**src/common/iafl_pkg.sv**
```systemverilog
// Register map, field positions and reset values of the abort and FIFO level status block
package iafl_pkg;
  localparam int unsigned ADDR_W = 32;
  localparam int unsigned DATA_W = 32;
  localparam int unsigned BE_W = 4;
  localparam int unsigned LEVEL_W = 6;
  localparam int unsigned HOLD_W = 16;
  localparam int unsigned CAUSE_W = 16;
  localparam int unsigned SYNC_W = 2;

  localparam logic [ADDR_W-1:0] TX_LEVEL_ADDR = 32'h5000_1474;
  localparam logic [ADDR_W-1:0] RX_LEVEL_ADDR = 32'h5000_1478;
  localparam logic [ADDR_W-1:0] HOLD_ADDR = 32'h5000_147C;
  localparam logic [ADDR_W-1:0] CAUSE_ADDR = 32'h5000_1480;

  localparam logic [LEVEL_W-1:0] LEVEL_RESET = 6'h00;
  localparam logic [HOLD_W-1:0] HOLD_RESET = 16'h0001;
  localparam logic [CAUSE_W-1:0] CAUSE_RESET = 16'h0000;
  localparam logic [DATA_W-1:0] READ_ZERO = 32'h0000_0000;
  localparam logic [SYNC_W-1:0] SYNC_RESET = 2'h0;

  // Abort cause bit positions
  localparam int unsigned CB_SHORT_ADDRESS_UNACKED = 0;
  localparam int unsigned CB_LONG_ADDRESS_FIRST_UNACKED = 1;
  localparam int unsigned CB_LONG_ADDRESS_SECOND_UNACKED = 2;
  localparam int unsigned CB_DATA_BYTE_UNACKED = 3;
  localparam int unsigned CB_GENERAL_CALL_UNACKED = 4;
  localparam int unsigned CB_GENERAL_CALL_READ_MISUSE = 5;
  localparam int unsigned CB_START_BYTE_ACKED = 7;
  localparam int unsigned CB_HIGHSPEED_WITHOUT_RESTART = 8;
  localparam int unsigned CB_START_BYTE_WITHOUT_RESTART = 9;
  localparam int unsigned CB_TENBIT_READ_WITHOUT_RESTART = 10;
  localparam int unsigned CB_MASTER_DISABLED_ATTEMPT = 11;
  localparam int unsigned CB_ARBITRATION_LOST_FLAG = 12;
  localparam int unsigned CB_SLAVE_STALE_TX_FLUSH = 13;
  localparam int unsigned CB_SLAVE_TX_BUS_LOST = 14;
  localparam int unsigned CB_SLAVE_READ_CMD_CONFLICT = 15;

  // Bits whose clear beats a set arriving in the same cycle
  localparam logic [CAUSE_W-1:0] CAUSE_CLEAR_WINS = 16'h0200;

  typedef enum logic {BUS_IDLE, BUS_ANSWER} iafl_bus_e;
endpackage : iafl_pkg

```
**src/design/iafl_abort_cause.sv**
```systemverilog
// Sticky abort cause flags with a common clear
`timescale 1ns/1ns
`default_nettype none
module iafl_abort_cause #(
  parameter int unsigned WIDTH = iafl_pkg::CAUSE_W,
  parameter logic [WIDTH-1:0] CLEAR_WINS = iafl_pkg::CAUSE_CLEAR_WINS
) (
  input wire logic clk,
  input wire logic rstN,
  input wire logic ce,
  input wire logic [WIDTH-1:0] setVec,
  input wire logic clear,
  output logic [WIDTH-1:0] cause
);
  import iafl_pkg::*;

  logic [WIDTH-1:0] cause_q;

  genvar i;
  generate
    for (i = 0; i < WIDTH; i++) begin : g_bit
      always_ff @(posedge clk or negedge rstN) begin
        if (!rstN) begin
          cause_q[i] <= 1'b0;
        end else if (ce) begin
          // Set beats clear, except where the clear is allowed to win
          if (setVec[i] && !(clear && CLEAR_WINS[i])) begin
            cause_q[i] <= 1'b1;
          end else if (clear) begin
            cause_q[i] <= 1'b0;
          end
        end
      end
    end
  endgenerate

  assign cause = cause_q;
endmodule : iafl_abort_cause
`default_nettype wire

```
**src/design/iafl_status_regs.sv**
```systemverilog
// Abort cause, FIFO level and data hold register block with Avalon-MM slave
//
// Contract
// - Report transmit FIFO entry count in a 6-bit read-only field.
// - Report receive FIFO entry count in a 6-bit read-only field.
// - Data hold time register, 16 bits read-write, resets to one.
// - Bit 15 when software queues a read while serving a remote read.
// - Slave bus loss sets bit 14 and bit 12 together.
// - Transmitter compares data line on clock rise; mismatch means bus lost.
// - Slave read command with TX data pending sets bit 13 and abort interrupt.
// - Bit 12 on master arbitration loss; with bit 14 it means slave.
// - Master and slave roles may run at the same time.
// - Bit 11 when a master transfer starts with master mode disabled.
// - Bit 10 on 10-bit master read with restart disabled.
// - Bit 9 on START byte attempt with restart disabled.
// - Bit 8 on high-speed master transfer with restart disabled.
// - Bit 7 when a sent START byte is acknowledged.
// - Bit 3 when a data byte after an acked address is not acked.
// - Bit 0 when a 7-bit address is not acknowledged.
// - 10-bit mode: bit 1 first address byte unacked, bit 2 second.
// - Bit 4 general call unacked; bit 5 read queued after general call.
`timescale 1ns/1ns
`default_nettype none
module iafl_status_regs (
  input wire logic clk,
  input wire logic rst_n,
  input wire logic ce,
  // Avalon-MM slave
  input wire logic [iafl_pkg::ADDR_W-1:0] address,
  input wire logic read,
  input wire logic write,
  input wire logic [iafl_pkg::DATA_W-1:0] writedata,
  input wire logic [iafl_pkg::BE_W-1:0] byteenable,
  output logic [iafl_pkg::DATA_W-1:0] readdata,
  output logic waitrequest,
  // FIFO levels from the controller
  input wire logic [iafl_pkg::LEVEL_W-1:0] txLevelCount,
  input wire logic [iafl_pkg::LEVEL_W-1:0] rxLevelCount,
  // Transmit FIFO push from software
  input wire logic txPush,
  input wire logic txPushIsRead,
  // Slave side status
  input wire logic slvReadReqActive,
  input wire logic slvReadCmd,
  input wire logic slvTxActive,
  // Master side status
  input wire logic mstTxActive,
  input wire logic mstStartReq,
  input wire logic mstPending,
  input wire logic masterEnable,
  input wire logic repeatedStartAllow,
  input wire logic tenBitMode,
  input wire logic highSpeedMode,
  input wire logic targetSpecial,
  input wire logic gencallOrStartbyteSelect,
  input wire logic mstReadCmd,
  input wire logic gencallActive,
  input wire logic addrUnacked,
  input wire logic addrSecondByte,
  input wire logic dataByteUnacked,
  input wire logic startByteAcked,
  // Two-wire bus pins and driven data bit
  input wire logic sdaIn,
  input wire logic sclIn,
  input wire logic sdaDriveBit,
  // Abort clear from the clear register
  input wire logic abortClear,
  output logic [iafl_pkg::HOLD_W-1:0] dataHoldCycles,
  output logic [iafl_pkg::CAUSE_W-1:0] transmitAbortCause,
  output logic transmitAbortIrq
);
  import iafl_pkg::*;

  logic [SYNC_W-1:0] rstSync_q;
  logic rstN;
  logic [SYNC_W-1:0] sdaSync_q;
  logic [SYNC_W-1:0] sclSync_q;
  logic sclPrev_q;
  logic sclRise;
  logic txActive;
  logic busLost;
  logic slvTxLost;
  logic mstLost;
  logic sbyteCond;
  logic [CAUSE_W-1:0] setVec;
  logic [CAUSE_W-1:0] abortCause;
  logic [HOLD_W-1:0] hold_q;
  logic [DATA_W-1:0] readdata_q;
  logic irq_q;
  iafl_bus_e busState_q;
  logic busReq;
  logic rdLoad;
  logic wrTake;

  function automatic logic [DATA_W-1:0] regRead(
    input logic [ADDR_W-1:0] addr,
    input logic [LEVEL_W-1:0] txl,
    input logic [LEVEL_W-1:0] rxl,
    input logic [HOLD_W-1:0] hold,
    input logic [CAUSE_W-1:0] cause
  );
    logic [DATA_W-1:0] val;
    val = READ_ZERO;
    case (addr)
      TX_LEVEL_ADDR: val[LEVEL_W-1:0] = txl;
      RX_LEVEL_ADDR: val[LEVEL_W-1:0] = rxl;
      HOLD_ADDR: val[HOLD_W-1:0] = hold;
      CAUSE_ADDR: val[CAUSE_W-1:0] = cause;
      default: val = READ_ZERO;
    endcase
    return val;
  endfunction : regRead

  // Reset release through two flops; assertion stays asynchronous
  always_ff @(posedge clk or negedge rst_n) begin
    if (!rst_n) begin
      rstSync_q <= SYNC_RESET;
    end else begin
      rstSync_q <= {rstSync_q[0], 1'b1};
    end
  end
  assign rstN = rstSync_q[SYNC_W-1];

  // Pin synchronisers; only the second stage is looked at
  always_ff @(posedge clk or negedge rstN) begin
    if (!rstN) begin
      sdaSync_q <= {SYNC_W{1'b1}};
      sclSync_q <= {SYNC_W{1'b1}};
      sclPrev_q <= 1'b1;
    end else if (ce) begin
      sdaSync_q <= {sdaSync_q[0], sdaIn};
      sclSync_q <= {sclSync_q[0], sclIn};
      sclPrev_q <= sclSync_q[SYNC_W-1];
    end
  end

  assign sclRise = sclSync_q[SYNC_W-1] && !sclPrev_q;
  // Either role may transmit, and both may be busy at once
  assign txActive = mstTxActive || slvTxActive;
  assign busLost = sclRise && txActive && (sdaSync_q[SYNC_W-1] != sdaDriveBit);
  assign slvTxLost = busLost && slvTxActive;
  assign mstLost = busLost && mstTxActive;
  // Level cause, so a clear with the cause still present re-arms it
  assign sbyteCond = mstPending && targetSpecial && gencallOrStartbyteSelect && !repeatedStartAllow;

  always_comb begin
    setVec = CAUSE_RESET;
    setVec[CB_SLAVE_READ_CMD_CONFLICT] = slvReadReqActive && txPush && txPushIsRead;
    setVec[CB_SLAVE_TX_BUS_LOST] = slvTxLost;
    setVec[CB_SLAVE_STALE_TX_FLUSH] = slvReadCmd && (txLevelCount != LEVEL_RESET);
    setVec[CB_ARBITRATION_LOST_FLAG] = slvTxLost || mstLost;
    setVec[CB_MASTER_DISABLED_ATTEMPT] = mstStartReq && !masterEnable;
    setVec[CB_TENBIT_READ_WITHOUT_RESTART] = mstReadCmd && tenBitMode && !repeatedStartAllow;
    setVec[CB_START_BYTE_WITHOUT_RESTART] = sbyteCond;
    setVec[CB_HIGHSPEED_WITHOUT_RESTART] = mstStartReq && highSpeedMode && !repeatedStartAllow;
    setVec[CB_START_BYTE_ACKED] = startByteAcked;
    setVec[CB_GENERAL_CALL_READ_MISUSE] = gencallActive && txPush && txPushIsRead;
    setVec[CB_GENERAL_CALL_UNACKED] = addrUnacked && gencallActive;
    setVec[CB_DATA_BYTE_UNACKED] = dataByteUnacked;
    setVec[CB_LONG_ADDRESS_SECOND_UNACKED] = addrUnacked && !gencallActive && tenBitMode && addrSecondByte;
    setVec[CB_LONG_ADDRESS_FIRST_UNACKED] = addrUnacked && !gencallActive && tenBitMode && !addrSecondByte;
    setVec[CB_SHORT_ADDRESS_UNACKED] = addrUnacked && !gencallActive && !tenBitMode;
  end

  iafl_abort_cause #(
    .WIDTH(CAUSE_W),
    .CLEAR_WINS(CAUSE_CLEAR_WINS)
  ) u_cause (
    .clk(clk),
    .rstN(rstN),
    .ce(ce),
    .setVec(setVec),
    .clear(abortClear),
    .cause(abortCause)
  );

  // Abort interrupt level follows any pending cause so TX data gets flushed
  always_ff @(posedge clk or negedge rstN) begin
    if (!rstN) begin
      irq_q <= 1'b0;
    end else if (ce) begin
      irq_q <= |(abortCause | setVec);
    end
  end

  // Bus handshake: one wait cycle, read data captured before release
  assign busReq = read || write;
  assign rdLoad = read && (busState_q == BUS_IDLE);
  assign wrTake = write && (busState_q == BUS_ANSWER) && ce;
  assign waitrequest = busReq && !(busState_q == BUS_ANSWER && ce);

  always_ff @(posedge clk or negedge rstN) begin
    if (!rstN) begin
      busState_q <= BUS_IDLE;
    end else if (ce) begin
      case (busState_q)
        BUS_IDLE: begin
          if (busReq) begin
            busState_q <= BUS_ANSWER;
          end
        end
        BUS_ANSWER: begin
          busState_q <= BUS_IDLE;
        end
        default: begin
          busState_q <= BUS_IDLE;
        end
      endcase
    end
  end

  always_ff @(posedge clk or negedge rstN) begin
    if (!rstN) begin
      readdata_q <= READ_ZERO;
    end else if (ce && rdLoad) begin
      readdata_q <= regRead(address, txLevelCount, rxLevelCount, hold_q, abortCause);
    end
  end

  // Only the hold register is writable; other writes are dropped
  always_ff @(posedge clk or negedge rstN) begin
    if (!rstN) begin
      hold_q <= HOLD_RESET;
    end else if (wrTake && address == HOLD_ADDR) begin
      if (byteenable[0]) begin
        hold_q[7:0] <= writedata[7:0];
      end
      if (byteenable[1]) begin
        hold_q[15:8] <= writedata[15:8];
      end
    end
  end

  assign readdata = readdata_q;
  assign dataHoldCycles = hold_q;
  assign transmitAbortCause = abortCause;
  assign transmitAbortIrq = irq_q;
endmodule : iafl_status_regs
`default_nettype wire

```
**config.mk**
```make
export PLATFORM = sky130hd
export DESIGN_NAME = iafl_status_regs
export DESIGN_NICKNAME = d
export VERILOG_FILES = /design/src/common/iafl_pkg.sv /design/src/design/iafl_abort_cause.sv /design/src/design/iafl_status_regs.sv
export SDC_FILE = /design/constraint.sdc
export NUM_CORES = 1
export LEC_CHECK = 0
export ABC_AREA = 1
export BUFFER_PORTS_ARGS = -buffer_cell sky130_fd_sc_hd__buf_2
export CAP_MARGIN = 20
export CORE_ASPECT_RATIO = 1.25
export CORE_UTILIZATION = 40
export CTS_CLUSTER_SIZE = 25
export DETAILED_ROUTE_END_ITERATION = 7
export PLACE_DENSITY = 0.75
export SETUP_SLACK_MARGIN = 0.2
export SLEW_MARGIN = 25
export SYNTH_ARGS = -nofsm -noshare
export SYNTH_HDL_FRONTEND = slang
export SYNTH_SLANG_ARGS = --single-unit
```
**constraint.sdc**
```tcl
create_clock -name clk -period 1.9 [get_ports clk]
set_input_delay 0 -clock clk [delete_from_list [all_inputs] [get_ports clk]]
set_output_delay 0 -clock clk [all_outputs]
set_load 0.03 [all_outputs]
```
==> metrics.csv <==
stage,metric,value,unit
timing,"Slew Viols, Final",0,
timing,Max Clock Freq,0.6529,GHz
timing,post-layout minimum cycle time,1532,ps
global_routing,first-pass GRT wire length,13770,um
yosys,"Seq/Total Area, Yosys",45.85,%
pwr,Switching Fraction,31.75,%
yosys,Post-synth EDFFs,0,
cts,CTS tree,yes,
place,IO Port Bufs,139,
timing,Final Setup Violations,0,
place,dpl cell area,3794,um2
cts,H-tree depth,2,
layout,Layout area overhead,37.17,%
route,DRC viols,0,
yosys,Seq cells post-synth,56,
pwr,sequential share of power,48.6,%
yosys,"area leader, netlist",dfrtp_1,
yosys,Syn Area/Cell,7.740,um2
cts,clock sink total,56,
outcome,status,"finished, final reports clean",
cts,clock root buffer,clkbuf_8,
cts,TritonCTS buffer count,5,
floorplan,Core ar.,7401,um2
pwr,Static Leak,2.377,nW
setup_path,"critical path fanouts, max",16,
setup_path,Setup crit end kind,flip-flop,
pwr,Pwr Density,672.0,nW/um2
route,Vias per Instance,4.778,
route,Vias,3149,
setup_path,"slowest stage delay, CP",410,ps
place,Post-DP HPWL,6331,um
yosys,Post-Synthesis Cells,397,
setup_path,critical path type,flip-flop to flip-flop,
timing,max_slew headroom,57.95,%
yosys,fraction of registers with async set/reset,100.0,%
timing,RSZ-0062 raised after global routing,false,
timing,setup tns final,0,ps
yosys,top-area cell type share of the netlist area,40.72,%
timing,Tcrit/Tclk final,80.62,%
setup_path,CP dominant cell by count,nand2_1,
global_routing,GRT Residual Overflow,0,
layout,Ant. Diodes,0,
layout,nets@finish,675,
yosys,Yosys warning total,0,
cts,CTS Buffer Depth,2,
cts,Worst-path clk slew,100,ps
timing,Slew @ Worst Pin,630.8,ps
setup_path,kind of start point of the critical path,flip-flop,
route,antenna-violating nets left,0,
pwr,internal power,1.933,mW
yosys,Main synth FF type,dfrtp_1,
pwr,worst vdd ir,0.3295,mV
setup_path,crit path cell chain,"nand2_1, nor2_1, nand3_2, nand2_1, o21ai_1",
cts,setup bufs post-CTS,0,
floorplan,Rows,35,
setup_path,r2r setup slk,370,ps
global_routing,pin count of the biggest net entering global routing,34,
pwr,Clk pwr share,27.5,%
setup_path,worst r2r src,busState_q$_DFFE_PN0P_,
timing,Layout Skew,9.407,ps
worst_hold_path,WHS Endpoint,u_cause.cause[5]$_DFFE_PN0P_,
yosys,"top cells by area, synth","dfrtp_1, nand2_1, nand3_1, inv_1, dfstp_2",
layout,Finished Cell Area,4215,um2
route,drt wl/cell,12.62,um
yosys,Commonest cells post-synth,"nand2_1, inv_1, dfrtp_1",
floorplan,die footprint,8039,um2
setup_path,RR Endpoint,dataHoldCycles[7]$_DFFE_PN0P_,
pwr,combinational share of power,23.9,%
cts,CTS Hold Bufs,31,
global_routing,GRT Total Usage,22.01,%
yosys,synth unique cells,37,
pwr,Switch Pwr,0.8993,mW
cts,"Clk Latency, worst-skew pair",310,ps
layout,fillers,684,
yosys,most common cell in the netlist,nand2_1,
yosys,Syn Std Cell Area,3073,um2
floorplan,Chip Height,100.0,um
setup_path,R2R depth,5,
place,RePlAce Congestion,0.8656,
global_routing,initial antenna violation count,0,
floorplan,I/O pin count,175,
setup_path,worst path arrival time,1720,ps
worst_hold_path,Hold Path Class,primary input to flip-flop,
floorplan,Die Width,80.40,um
route,First-pass DRT Iterations,4,
floorplan,initial core utilization,41.52,%
pwr,Design Power,2.833,mW
layout,fin util,56.96,%
route,final wirelength,8314,um
setup_path,slowest CP cell,dfrtp_1,
worst_hold_path,Hold Crit Start,txPushIsRead,
layout,share of cells above drive strength 1,32.10,%
worst_hold_path,Worst Hold Path Cells,3,
global_routing,vias in the first global route,3051,
route,Initial DRC Count,155,
job,maxcap violations,0,
timing,Final Hold Fails,0,
cts,cts repair resizes,0,
setup_path,CP required,2090,ps
## power by group through the flow
| stage | combinational, mW | sequential, mW | clock, mW |
|---|---|---|---|
| 2_1_floorplan | 0.252 | 1.55 | 0 |
| 3_3_place_gp | 0.617 | 1.40 | 0 |
| 3_5_place_dp | 0.628 | 1.40 | 0 |
| 4_1_cts | 0.678 | 1.38 | 0.795 |
| 5_1_grt | 0.743 | 1.39 | 0.840 |
| 6_report | 0.677 | 1.38 | 0.780 |
## layer usage
metal / wire, um / vias up / global-route usage (%)
met1: 3401 / 1449 / 26.50
li1: - / 1563 / -
met2: 4326 / 114 / 38.79
met5: 0 / - / 0
met3: 347 / 23 / 3.091
met4: 238 / 0 / 9.203
## flip-flops by register name, indices dropped and copies added (netlist names)
| register | count |
|---|---|
| sclPrev_q | 1 |
| readdata | 16 |
| u_cause.cause | 15 |
| rstSync_q | 2 |
| sdaSync_q | 2 |
| transmitAbortIrq | 1 |
| dataHoldCycles | 16 |
| sclSync_q | 2 |
| busState_q | 1 |
## placed cells by master (no fill, tap or decap), types with 5 or more instances in the layout
master / count
nand3_1: 43
buf_2: 139
nor2_1: 38
dlygate4sd3_1: 31
inv_1: 55
conb_1: 18
a31oi_1: 9
dfstp_2: 6
o21ai_2: 8
nand2_1: 97
o21ai_0: 16
o21ai_1: 8
dfrtp_1: 49
clkbuf_8: 5
## how the worst max path moves through the flow
stage               depth (start not counted)  slack (ps)                            end                    from
floorplan                                   0         240         busState_q$_DFFE_PN0P_  rstSync_q[1]$_DFF_PN0_
global placement                           11         420  dataHoldCycles[1]$_DFFE_PN0P_              address[0]
detailed placement                         11         370  dataHoldCycles[7]$_DFFE_PN0P_              address[0]
CTS                                         5         370  dataHoldCycles[1]$_DFFE_PN0P_  busState_q$_DFFE_PN0P_
global route                                6         240        readdata[6]$_DFFE_PN0P_  busState_q$_DFFE_PN0P_
finish                                      5         370  dataHoldCycles[7]$_DFFE_PN0P_  busState_q$_DFFE_PN0P_
## final cells by class
cell class              count  area [um2]  share of cell area, %
inverters                  57       215.2                  5.105
multi-input cells         271        1308                  31.02
well taps                  92       115.1                  2.731
flip-flops and latches     56        1410                  33.45
clock buffers               5       68.82                  1.633
repair buffers            175        1056                  25.05
clock inverters             3       42.54                  1.009
## logic make-up after synthesis
family                 Yosys count  share of synthesized area [%]
buffers and inverters           86                          13.56
AND/OR/NAND/NOR                202                          30.05
AO/OA/AOI/OAI                   51                          10.30
flip-flops                      56                          45.85
other                            2                         0.2444
## metrics by stage
step           hold WS [ps]  worst slack (ps)  cells
5_1_grt               21.28             239.3    659
4_1_cts               3.470             372.2    659
3_3_place_gp         -215.6             421.4    620
2_1_floorplan        -295.6             236.0    413
6_report              9.555             368.3    659
3_5_place_dp         -208.3             372.0    620
## critical path, delay by kind of cell, from the launching register on
family	cells	cell delay, ps
simple gates	4	930
flops	1	410
compound gates	1	80
Note: power is estimated with default switching activity, not from simulation.
